**src/stc_pkg.sv**
```systemverilog
// ****************************************************************
// shared constants and types for the sixteen bit timer core
// ****************************************************************
package stc_pkg;

  // ****************************************************************
  // bus geometry
  // ****************************************************************
  localparam int ADDR_W = 8;                 // byte address width

  // register byte offsets
  localparam logic [7:0] ADDR_CTRL   = 8'h00; // control / config
  localparam logic [7:0] ADDR_COUNT  = 8'h04; // count_value_reg
  localparam logic [7:0] ADDR_PERIOD = 8'h08; // period_compare_reg
  localparam logic [7:0] ADDR_DIVX   = 8'h0C; // second divider
  localparam logic [7:0] ADDR_FLAGS  = 8'h10; // event flags, w1c

  // control register field positions
  localparam int CTRL_CLR_BIT  = 2;  // count_clear_bit, self clearing
  localparam int CTRL_MODE_LSB = 4;  // mode_control_field [5:4]
  localparam int CTRL_DIV1_LSB = 6;  // first_divider_field [7:6]
  localparam int CTRL_SRC_LSB  = 8;  // clock_source_select [9:8]
  // flag register field positions
  localparam int FLAG_OVF_BIT  = 0;  // overflow_flag
  localparam int FLAG_CMP_BIT  = 1;  // compare_flag

  // reset values
  localparam logic [15:0] COUNT_RST  = 16'h0000;
  localparam logic [15:0] PERIOD_RST = 16'h0000;
  localparam logic [15:0] COUNT_MAX  = 16'hFFFF; // full scale
  localparam logic [15:0] COUNT_ONE  = 16'h0001;
  localparam logic [2:0]  DIV_RST    = 3'h0;

  // bus responses
  localparam logic [1:0] RESP_OKAY   = 2'h0;
  localparam logic [1:0] RESP_SLVERR = 2'h2;

  // operating modes, in encoding order 00..11
  typedef enum logic [1:0] {
    MODE_STOP,
    MODE_UP,
    MODE_CONT,
    MODE_UPDOWN
  } stc_mode_t;

  // configuration that travels together
  typedef struct packed {
    logic [1:0] src;   // clock source select
    logic [1:0] div1;  // first divider, 1/2/4/8
    stc_mode_t  mode;  // operating mode
    logic [2:0] div2;  // second divider, value + 1
  } stc_cfg_t;

  localparam stc_cfg_t CFG_RST = '{2'h0, 2'h0, MODE_STOP, 3'h0};

endpackage : stc_pkg

```
**src/stc_timer_core.sv**
```systemverilog
// Design decisions made here: the placing of the registers and the AXI4-Lite register port.
`timescale 1ns/100ps
// Function
// - 16-bit counter steps on each timer clock
// - software reads and loads counter immediately
// - clear zeroes counter, dividers and direction
// - four selectable timer clock sources
// - first divider passes or divides by 2/4/8
// - second divider divides by one to eight
// - down counter dividers tick on first edge
// - count only when mode nonzero, source active
// - zero period stops up and up/down modes; nonzero restarts from zero
// - mode field: stop, up, continuous, up/down
// - up mode runs zero to period, wraps
// - up mode above period restarts at zero
// - continuous mode wraps at full scale
// - up/down runs to period and back
// - compare flag set counting up to period
// - overflow flag set counting period to zero
// - software loaded values trigger no flags
// - overflow and compare raise interrupt requests
module stc_timer_core (
  // system
  input  wire logic                      SYS_CLK,
  input  wire logic                      SRST,
  // timer clock source pins
  input  wire logic                      AUX_CLOCK,
  input  wire logic                      SUB_MAIN_CLOCK,
  input  wire logic                      EXTERNAL_TIMER_CLOCK,
  input  wire logic                      ALTERNATE_EXTERNAL_CLOCK,
  // axi4-lite write address
  input  wire logic [stc_pkg::ADDR_W-1:0] S_AXI_AWADDR,
  input  wire logic                      S_AXI_AWVALID,
  output      logic                      S_AXI_AWREADY,
  // axi4-lite write data
  input  wire logic [31:0]               S_AXI_WDATA,
  input  wire logic [3:0]                S_AXI_WSTRB,
  input  wire logic                      S_AXI_WVALID,
  output      logic                      S_AXI_WREADY,
  // axi4-lite write response
  output      logic [1:0]                S_AXI_BRESP,
  output      logic                      S_AXI_BVALID,
  input  wire logic                      S_AXI_BREADY,
  // axi4-lite read address
  input  wire logic [stc_pkg::ADDR_W-1:0] S_AXI_ARADDR,
  input  wire logic                      S_AXI_ARVALID,
  output      logic                      S_AXI_ARREADY,
  // axi4-lite read data
  output      logic [31:0]               S_AXI_RDATA,
  output      logic [1:0]                S_AXI_RRESP,
  output      logic                      S_AXI_RVALID,
  input  wire logic                      S_AXI_RREADY,
  // interrupt requests
  output      logic                      TIMER_OVF_IRQ,
  output      logic                      TIMER_CMP_IRQ
);
  import stc_pkg::*;

  // ****************************************************************
  // clock source synchronisers
  // ****************************************************************
  logic [3:0] src_pin;    // raw source pins
  logic [3:0] src_meta;   // first stage, read by second stage only
  logic [3:0] src_sync;   // second stage
  logic [3:0] src_prev;   // delayed copy for edge detect
  logic [3:0] src_rise;   // one pulse per source rising edge

  assign src_pin = {ALTERNATE_EXTERNAL_CLOCK, EXTERNAL_TIMER_CLOCK,
                    SUB_MAIN_CLOCK, AUX_CLOCK};

  // one synchroniser chain per source pin
  genvar gi;
  generate
    for (gi = 0; gi < 4; gi++) begin : g_sync
      always_ff @(posedge SYS_CLK) begin
        if (SRST) begin
          src_meta[gi] <= 1'b0;
          src_sync[gi] <= 1'b0;
          src_prev[gi] <= 1'b0;
        end else begin
          src_meta[gi] <= src_pin[gi];
          src_sync[gi] <= src_meta[gi];
          src_prev[gi] <= src_sync[gi];
        end
      end
      assign src_rise[gi] = src_sync[gi] & ~src_prev[gi];
    end
  endgenerate

  // ****************************************************************
  // register state
  // ****************************************************************
  stc_cfg_t    cfg;          // mode, source and divider setup
  logic [15:0] count;        // count_value
  logic [15:0] period;       // period_compare_reg
  logic        dir_down;     // latched up/down direction
  logic        ovf_flag;     // overflow_flag
  logic        cmp_flag;     // compare_flag, channel zero
  logic [2:0]  div1_cnt;     // first divider down counter
  logic [2:0]  div2_cnt;     // second divider down counter

  // ****************************************************************
  // axi4-lite slave
  // ****************************************************************
  logic [7:0]  aw_addr;      // held write address
  logic        aw_held;      // write address captured
  logic [31:0] w_data;       // held write data
  logic [3:0]  w_strb;       // held byte enables
  logic        w_held;       // write data captured
  logic        wr_fire;      // both halves present, commit now
  logic        wr_hit;       // committed address is mapped
  logic [15:0] wr_merge;     // low half merged through strobes
  logic [15:0] wr_old;       // current value of written register
  logic        ar_fire;      // read address accepted
  logic [31:0] rd_word;      // read mux output
  logic        rd_hit;       // read address is mapped

  // ready only while nothing is parked, so one write at a time
  assign S_AXI_AWREADY = ~aw_held & ~S_AXI_BVALID;
  assign S_AXI_WREADY  = ~w_held & ~S_AXI_BVALID;
  assign S_AXI_ARREADY = ~S_AXI_RVALID;
  assign wr_fire       = aw_held & w_held & ~S_AXI_BVALID;
  assign ar_fire       = S_AXI_ARVALID & S_AXI_ARREADY;

  // address decode of the committed write
  logic wr_ctrl, wr_count, wr_period, wr_divx, wr_flags;
  assign wr_ctrl   = wr_fire && aw_addr == ADDR_CTRL;
  assign wr_count  = wr_fire && aw_addr == ADDR_COUNT;
  assign wr_period = wr_fire && aw_addr == ADDR_PERIOD;
  assign wr_divx   = wr_fire && aw_addr == ADDR_DIVX;
  assign wr_flags  = wr_fire && aw_addr == ADDR_FLAGS;
  assign wr_hit    = wr_ctrl | wr_count | wr_period | wr_divx | wr_flags;

  // byte lanes above bit 15 hold nothing, so only two lanes matter
  assign wr_old   = (aw_addr == ADDR_COUNT) ? count : period;
  assign wr_merge = {w_strb[1] ? w_data[15:8] : wr_old[15:8],
                     w_strb[0] ? w_data[7:0]  : wr_old[7:0]};

  // capture address and data in either order
  always_ff @(posedge SYS_CLK) begin
    if (SRST) begin
      aw_held <= 1'b0;
      w_held  <= 1'b0;
      aw_addr <= 8'h00;
      w_data  <= 32'h0000_0000;
      w_strb  <= 4'h0;
    end else begin
      if (S_AXI_AWVALID && S_AXI_AWREADY) begin
        aw_held <= 1'b1;
        aw_addr <= S_AXI_AWADDR;
      end else if (wr_fire) begin
        aw_held <= 1'b0;
      end
      if (S_AXI_WVALID && S_AXI_WREADY) begin
        w_held <= 1'b1;
        w_data <= S_AXI_WDATA;
        w_strb <= S_AXI_WSTRB;
      end else if (wr_fire) begin
        w_held <= 1'b0;
      end
    end
  end

  // write response, slverr for unmapped offsets
  always_ff @(posedge SYS_CLK) begin
    if (SRST) begin
      S_AXI_BVALID <= 1'b0;
      S_AXI_BRESP  <= RESP_OKAY;
    end else if (wr_fire) begin
      S_AXI_BVALID <= 1'b1;
      S_AXI_BRESP  <= wr_hit ? RESP_OKAY : RESP_SLVERR;
    end else if (S_AXI_BREADY) begin
      S_AXI_BVALID <= 1'b0;
    end
  end

  // read mux; clear bit always reads back zero
  assign rd_hit  = S_AXI_ARADDR == ADDR_CTRL  ||
                   S_AXI_ARADDR == ADDR_COUNT ||
                   S_AXI_ARADDR == ADDR_PERIOD ||
                   S_AXI_ARADDR == ADDR_DIVX  ||
                   S_AXI_ARADDR == ADDR_FLAGS;
  assign rd_word =
    (S_AXI_ARADDR == ADDR_CTRL)   ? {22'h0, cfg.src, cfg.div1,
                                     cfg.mode, 4'h0} :
    (S_AXI_ARADDR == ADDR_COUNT)  ? {16'h0000, count} :
    (S_AXI_ARADDR == ADDR_PERIOD) ? {16'h0000, period} :
    (S_AXI_ARADDR == ADDR_DIVX)   ? {29'h0, cfg.div2} :
    (S_AXI_ARADDR == ADDR_FLAGS)  ? {30'h0, cmp_flag, ovf_flag} :
                                    32'h0000_0000;

  // read data registered; counter read is a plain sample, no voting
  always_ff @(posedge SYS_CLK) begin
    if (SRST) begin
      S_AXI_RVALID <= 1'b0;
      S_AXI_RDATA  <= 32'h0000_0000;
      S_AXI_RRESP  <= RESP_OKAY;
    end else if (ar_fire) begin
      S_AXI_RVALID <= 1'b1;
      S_AXI_RDATA  <= rd_word;
      S_AXI_RRESP  <= rd_hit ? RESP_OKAY : RESP_SLVERR;
    end else if (S_AXI_RREADY) begin
      S_AXI_RVALID <= 1'b0;
    end
  end

  // ****************************************************************
  // clock select and dividers
  // ****************************************************************
  logic       clear_pulse;   // count_clear_bit written as one
  logic       src_edge;      // edge of the selected source
  logic [2:0] div1_reload;   // first ratio minus one
  logic       div1_tick;     // first divider output
  logic       tick;          // final timer clock event
  logic [2:0] next_div1;
  logic [2:0] next_div2;

  assign clear_pulse = wr_ctrl & w_strb[0] & w_data[CTRL_CLR_BIT];
  assign src_edge    = src_rise[cfg.src];
  assign div1_reload = 3'((4'h1 << cfg.div1) - 4'h1);
  // down counters at zero fire on the very next edge after a clear
  assign div1_tick   = src_edge && div1_cnt == DIV_RST;
  assign tick        = div1_tick && div2_cnt == DIV_RST;

  // reload on expiry, otherwise step down once per input event
  always_comb begin
    next_div1 = div1_cnt;
    next_div2 = div2_cnt;
    if (clear_pulse) begin
      next_div1 = DIV_RST;
      next_div2 = DIV_RST;
    end else begin
      if (src_edge) begin
        next_div1 = div1_tick ? div1_reload : div1_cnt - 3'h1;
      end
      if (div1_tick) begin
        next_div2 = (div2_cnt == DIV_RST) ? cfg.div2 : div2_cnt - 3'h1;
      end
    end
  end

  always_ff @(posedge SYS_CLK) begin
    if (SRST) begin
      div1_cnt <= DIV_RST;
      div2_cnt <= DIV_RST;
    end else begin
      div1_cnt <= next_div1;
      div2_cnt <= next_div2;
    end
  end

  // ****************************************************************
  // counter and mode logic
  // ****************************************************************
  logic [15:0] inc;          // count plus one
  logic [15:0] dec;          // count minus one
  logic [15:0] next_count;
  logic        next_dir;
  logic        set_ovf;      // counted into overflow
  logic        set_cmp;      // counted onto the period value
  logic        sw_touch;     // software owns the counter this cycle
  logic        restart;      // period left zero in up or up/down

  assign inc      = count + COUNT_ONE;
  assign dec      = count - COUNT_ONE;
  assign sw_touch = clear_pulse | wr_count;
  assign restart  = wr_period && period == PERIOD_RST &&
                    wr_merge != PERIOD_RST &&
                    (cfg.mode == MODE_UP || cfg.mode == MODE_UPDOWN);

  always_comb begin
    next_count = count;
    next_dir   = dir_down;
    set_ovf    = 1'b0;
    set_cmp    = 1'b0;
    if (tick) begin
      unique case (cfg.mode)
        MODE_STOP: begin
          next_count = count;
        end
        MODE_UP: begin
          // zero period parks the counter
          if (period != PERIOD_RST) begin
            if (count >= period) begin
              next_count = COUNT_RST;
              set_ovf    = count == period;
            end else begin
              next_count = inc;
              set_cmp    = inc == period;
            end
          end
        end
        MODE_CONT: begin
          next_count = inc;
          set_ovf    = count == COUNT_MAX;
          set_cmp    = inc == period;
        end
        MODE_UPDOWN: begin
          if (period != PERIOD_RST) begin
            if (!dir_down && count < period) begin
              next_count = inc;
              set_cmp    = inc == period;
            end else if (!dir_down || count != COUNT_RST) begin
              // turn at the top, then descend to zero
              next_dir   = 1'b1;
              next_count = dec;
              if (count == COUNT_ONE) begin
                set_ovf  = 1'b1;
                next_dir = 1'b0;
              end
            end else begin
              next_dir   = 1'b0;
              next_count = inc;
            end
          end
        end
      endcase
    end
    // software action wins and counted events are dropped
    if (sw_touch) begin
      set_ovf = 1'b0;
      set_cmp = 1'b0;
    end
    if (clear_pulse || restart) begin
      next_count = COUNT_RST;
      next_dir   = 1'b0;
    end else if (wr_count) begin
      next_count = wr_merge;
    end
  end

  // counter, direction and period registers
  always_ff @(posedge SYS_CLK) begin
    if (SRST) begin
      count    <= COUNT_RST;
      dir_down <= 1'b0;
      period   <= PERIOD_RST;
    end else begin
      count    <= next_count;
      dir_down <= next_dir;
      if (wr_period) begin
        period <= wr_merge;
      end
    end
  end

  // config register; fields only change on their own lane
  always_ff @(posedge SYS_CLK) begin
    if (SRST) begin
      cfg <= CFG_RST;
    end else begin
      if (wr_ctrl && w_strb[0]) begin
        cfg.mode <= stc_mode_t'(w_data[CTRL_MODE_LSB +: 2]);
        cfg.div1 <= w_data[CTRL_DIV1_LSB +: 2];
      end
      if (wr_ctrl && w_strb[1]) begin
        cfg.src  <= w_data[CTRL_SRC_LSB +: 2];
      end
      if (wr_divx && w_strb[0]) begin
        cfg.div2 <= w_data[2:0];
      end
    end
  end

  // ****************************************************************
  // event flags, set beats a same-cycle write-one clear
  // ****************************************************************
  logic clr_ovf;
  logic clr_cmp;
  assign clr_ovf = wr_flags & w_strb[0] & w_data[FLAG_OVF_BIT];
  assign clr_cmp = wr_flags & w_strb[0] & w_data[FLAG_CMP_BIT];

  always_ff @(posedge SYS_CLK) begin
    if (SRST) begin
      ovf_flag <= 1'b0;
      cmp_flag <= 1'b0;
    end else begin
      ovf_flag <= set_ovf | (ovf_flag & ~clr_ovf);
      cmp_flag <= set_cmp | (cmp_flag & ~clr_cmp);
    end
  end

  // requests follow the sticky flags
  assign TIMER_OVF_IRQ = ovf_flag;
  assign TIMER_CMP_IRQ = cmp_flag;

  // ****************************************************************
  // assertions
  // ****************************************************************
  // no selected source edge seen since the last clear; lets the
  // first edge check reach that edge however late it comes
  logic fresh_clear;
  always_ff @(posedge SYS_CLK) begin
    if (SRST) begin
      fresh_clear <= 1'b0;
    end else if (clear_pulse) begin
      fresh_clear <= 1'b1;
    end else if (src_edge) begin
      fresh_clear <= 1'b0;
    end
  end
endmodule : stc_timer_core

```
**config.mk**
```make
export PLATFORM = sky130hd
export DESIGN_NAME = stc_timer_core
export DESIGN_NICKNAME = d
export VERILOG_FILES = /design/src/stc_pkg.sv /design/src/stc_timer_core.sv
export SDC_FILE = /design/constraint.sdc
export NUM_CORES = 1
export LEC_CHECK = 0
export ABC_AREA = 1
export BUFFER_PORTS_ARGS = -buffer_cell sky130_fd_sc_hd__buf_2
export CORE_MARGIN = 2
export CORE_UTILIZATION = 58
export DETAILED_ROUTE_END_ITERATION = 7
export GPL_ROUTABILITY_DRIVEN = 0
export MAX_ROUTING_LAYER = met4
export PLACE_DENSITY = 0.86
export SYNTH_ARGS = -nofsm -noshare
export SYNTH_HDL_FRONTEND = slang
export SYNTH_SLANG_ARGS = --single-unit
```
**constraint.sdc**
```tcl
create_clock -name SYS_CLK -period 2.8 [get_ports SYS_CLK]
set_input_delay 0.56 -clock SYS_CLK [delete_from_list [all_inputs] [get_ports SYS_CLK]]
set_output_delay 0.56 -clock SYS_CLK [all_outputs]
set_load 0.1 [all_outputs]
```
==> flow_summary.json <==
{
  "status": "completed",
  "hold_violations": 0,
  "wl_per_cell_um": 15.9,
  "p_leak_nw": 3.78,
  "insertion_delay_ns": 0.36,
  "fp-row-count": 39,
  "hold_path_class": "input pin to register",
  "setup_tns_ns": 0,
  "grt_pass1_wl_mm": 33.8,
  "route.vias.total": 7633,
  "rsz0062_at_grt": "no",
  "postRouteAntennaNets": 0,
  "critPathCaptureType": "register",
  "grt_pass1_vias": 6924,
  "cts_tree": "built",
  "crit_fanout": 7,
  "postLayoutCellArea_um2": 7910,
  "drive_above_1_share_pct": 13.5,
  "clk_pin_slew_worst_paths_ns": 0.08,
  "layout_commonest_cell": "nand2_1",
  "async_reset_ff_share_pct": 0,
  "globalRoute.totalOverflow": 0,
  "yosysWarnings": 0,
  "cts_root_buffer": "clkbuf_16",
  "numClockSinks": 110,
  "grt_usage_pct": 34.1,
  "finClkSkew_ns": 0.00966,
  "critPathRequiredTime_ns": 3.09,
  "dpl_cell_area_um2": 7560,
  "n_antenna_cell": 0,
  "cp.arrival_ns": 2.90,
  "max_freq_ghz": 0.383,
  "place_hpwl_mm": 15.2,
  "syn_area_um2": 6940,
  "startpoint_type": "register",
  "synth_seq_area_share_pct": 31.7,
  "post-route-drc-count": 0,
  "mostFrequentLayoutCells": "nand2_1 (250), nor2_1 (136), inv_1 (122)",
  "ios": 106,
  "core_um2": 11600,
  "peakVddDrop_uv": 508,
  "via_per_inst": 5.78,
  "drv_cap": 0,
  "wl_mm": 21.0,
  "io_buffers": 69,
  "grt_max_degree": 56,
  "antenna_found_initial": 0,
  "slew_headroom_pct": 53.1,
  "worst_pin_slew_ns": 0.702,
  "synth_edf_count": 0,
  "start_util_pct": 60.0,
  "worstSetupPathType": "register to register",
  "syn_avg_cell_area_um2": 6.37,
  "synth_cell_type_count": 45,
  "tritoncts.num_buffers": 9,
  "drtIter0Drc": 852,
  "slew_violations": 0,
  "area_delta_synth_final_pct": 13.9,
  "synthFlopType": "dfxtp_1",
  "dieArea_um2": 12900,
  "cts_hold_buf": 0,
  "die_w_um": 113,
  "nNetsFinal": 1259,
  "die_y_um": 113,
  "finalCoreUtilization_pct": 68.4,
  "holdWs_ns": 0.402,
  "post-cts-setup-buffers": 0,
  "p_per_area_nw_per_um2": 478,
  "h-tree-depth": 3,
  "final-setup-viol-count": 0,
  "fin_crit_sh_pct": 93.2,
  "synthesis.instances": 1090,
  "firstDrtPassIters": 7,
  "cts_buffer_depth": 2,
  "synth_seq_cells": 110,
  "post-route-min-period_ns": 2.61
}
## cells by family (layout without fill, tap and decap cells)
kind of cell / Yosys count / after routing / share of synthesized area (%)
buffers and inverters: 190 / 261 / 11.8
other: 1 / 18 / 0.0540
flip-flops: 110 / 110 / 31.7
AO/OA/AOI/OAI: 209 / 209 / 16.5
XOR/XNOR: 19 / 19 / 2.60
adder cells (fa/ha/maj): 23 / 23 / 4.14
AND/OR/NAND/NOR: 538 / 538 / 33.1
## power breakdown
part	internal, mW	switching (mW)	total [mW]
registers	1.62	0.0422	1.67
logic	0.147	0.494	0.641
clock network	0.808	0.665	1.47
total	2.58	1.20	3.78
## per-layer routing
metal / track usage, % / share of wire, %
met3: 6.70 / 11
met2: 52.7 / 44
met4: 18.6 / 6.1
met5: - / 0
met1: 42.2 / 39
## stage by stage
step                      worst slack (ns)  std cells  total power, mW
after floorplan                      0.122       1107             2.19
after global placement               0.324       1305             2.31
after detailed placement             0.287       1305             2.32
after CTS                            0.275       1321             3.76
after global routing                0.0877       1321             3.90
final                                0.191       1321             3.78
## synth_stat cells, types with 2 or more instances
| cell type | count | area, µm² |
|---|---|---|
| ha_1 | 23 | 288 |
| a21oi_1 | 76 | 380 |
| o21a_1 | 2 | 15.0 |
| buf_2 | 11 | 55.1 |
| o22ai_1 | 12 | 75.1 |
| buf_6 | 3 | 33.8 |
| o211ai_1 | 7 | 52.6 |
| buf_4 | 19 | 143 |
| clkbuf_1 | 24 | 90.1 |
| nand4_1 | 21 | 131 |
| nor2_1 | 138 | 518 |
| nor2_2 | 11 | 68.8 |
| or2_2 | 2 | 12.5 |
| o21bai_1 | 4 | 30.0 |
| nand2_1 | 250 | 938 |
| inv_1 | 122 | 458 |
| nand3_1 | 83 | 415 |
| o21ai_0 | 79 | 395 |
| a211oi_1 | 13 | 97.6 |
| inv_2 | 2 | 7.51 |
| clkinv_1 | 5 | 18.8 |
| nand3b_1 | 4 | 30.0 |
| dfxtp_1 | 110 | 2200 |
| nand2_2 | 4 | 25.0 |
| buf_1 | 3 | 11.3 |
| nor3_1 | 14 | 70.1 |
| nor4_1 | 4 | 25.0 |
| a31oi_1 | 5 | 31.3 |
| o21ai_1 | 6 | 30.0 |
| xor2_1 | 18 | 158 |
## state kept, by name, summed over array words and instances (netlist names), 2 cells and up
register / cells
w_data: 16
div2_cnt: 3
S_AXI_RDATA: 16
count: 16
w_strb: 2
div1_cnt: 3
aw_addr: 8
src_meta: 4
cfg: 9
src_prev: 4
period: 16
src_sync: 4
## final cells by class
cell class              count  area (µm²)
multi-input cells         807        3990
flip-flops and latches    110        2200
fillers                   973        3660
clock buffers               9         225
clock inverters             7         114
repair buffers            116         711
well taps                 143         179
inverters                 129         484
## final timing paths
path                            cells after the start                       end                startpoint  slack (ns)
worst max-delay path                               11  TIMER_CMP_IRQ$_SDFF_PP0_     count[0]$_SDFFE_PP0P_        0.19
worst min-delay path                                3    src_meta[3]$_SDFF_PP0_  ALTERNATE_EXTERNAL_CLOCK        0.40
worst max register to register                     11  TIMER_CMP_IRQ$_SDFF_PP0_     count[0]$_SDFFE_PP0P_        0.19
worst min register to register                      2    src_sync[1]$_SDFF_PP0_    src_meta[1]$_SDFF_PP0_        0.41
## worst max-delay path, stage by stage (launching register included)
cell	delay, ns
dfxtp_1	0.56
ha_1	0.41
nand2_1	0.09
nor2_1	0.45
nand3_1	0.18
nand3_1	0.12
nand2_1	0.06
nor2_1	0.10
nand4_1	0.16
nor2_1	0.14
nand3_1	0.12
a21oi_1	0.14
## timing repair
action	in CTS	in global routing
gates resized for setup	0	1
setup endpoints to repair	0	5
endpoints found under the hold margin	0	0
Note: power is estimated with default switching activity, not from simulation.
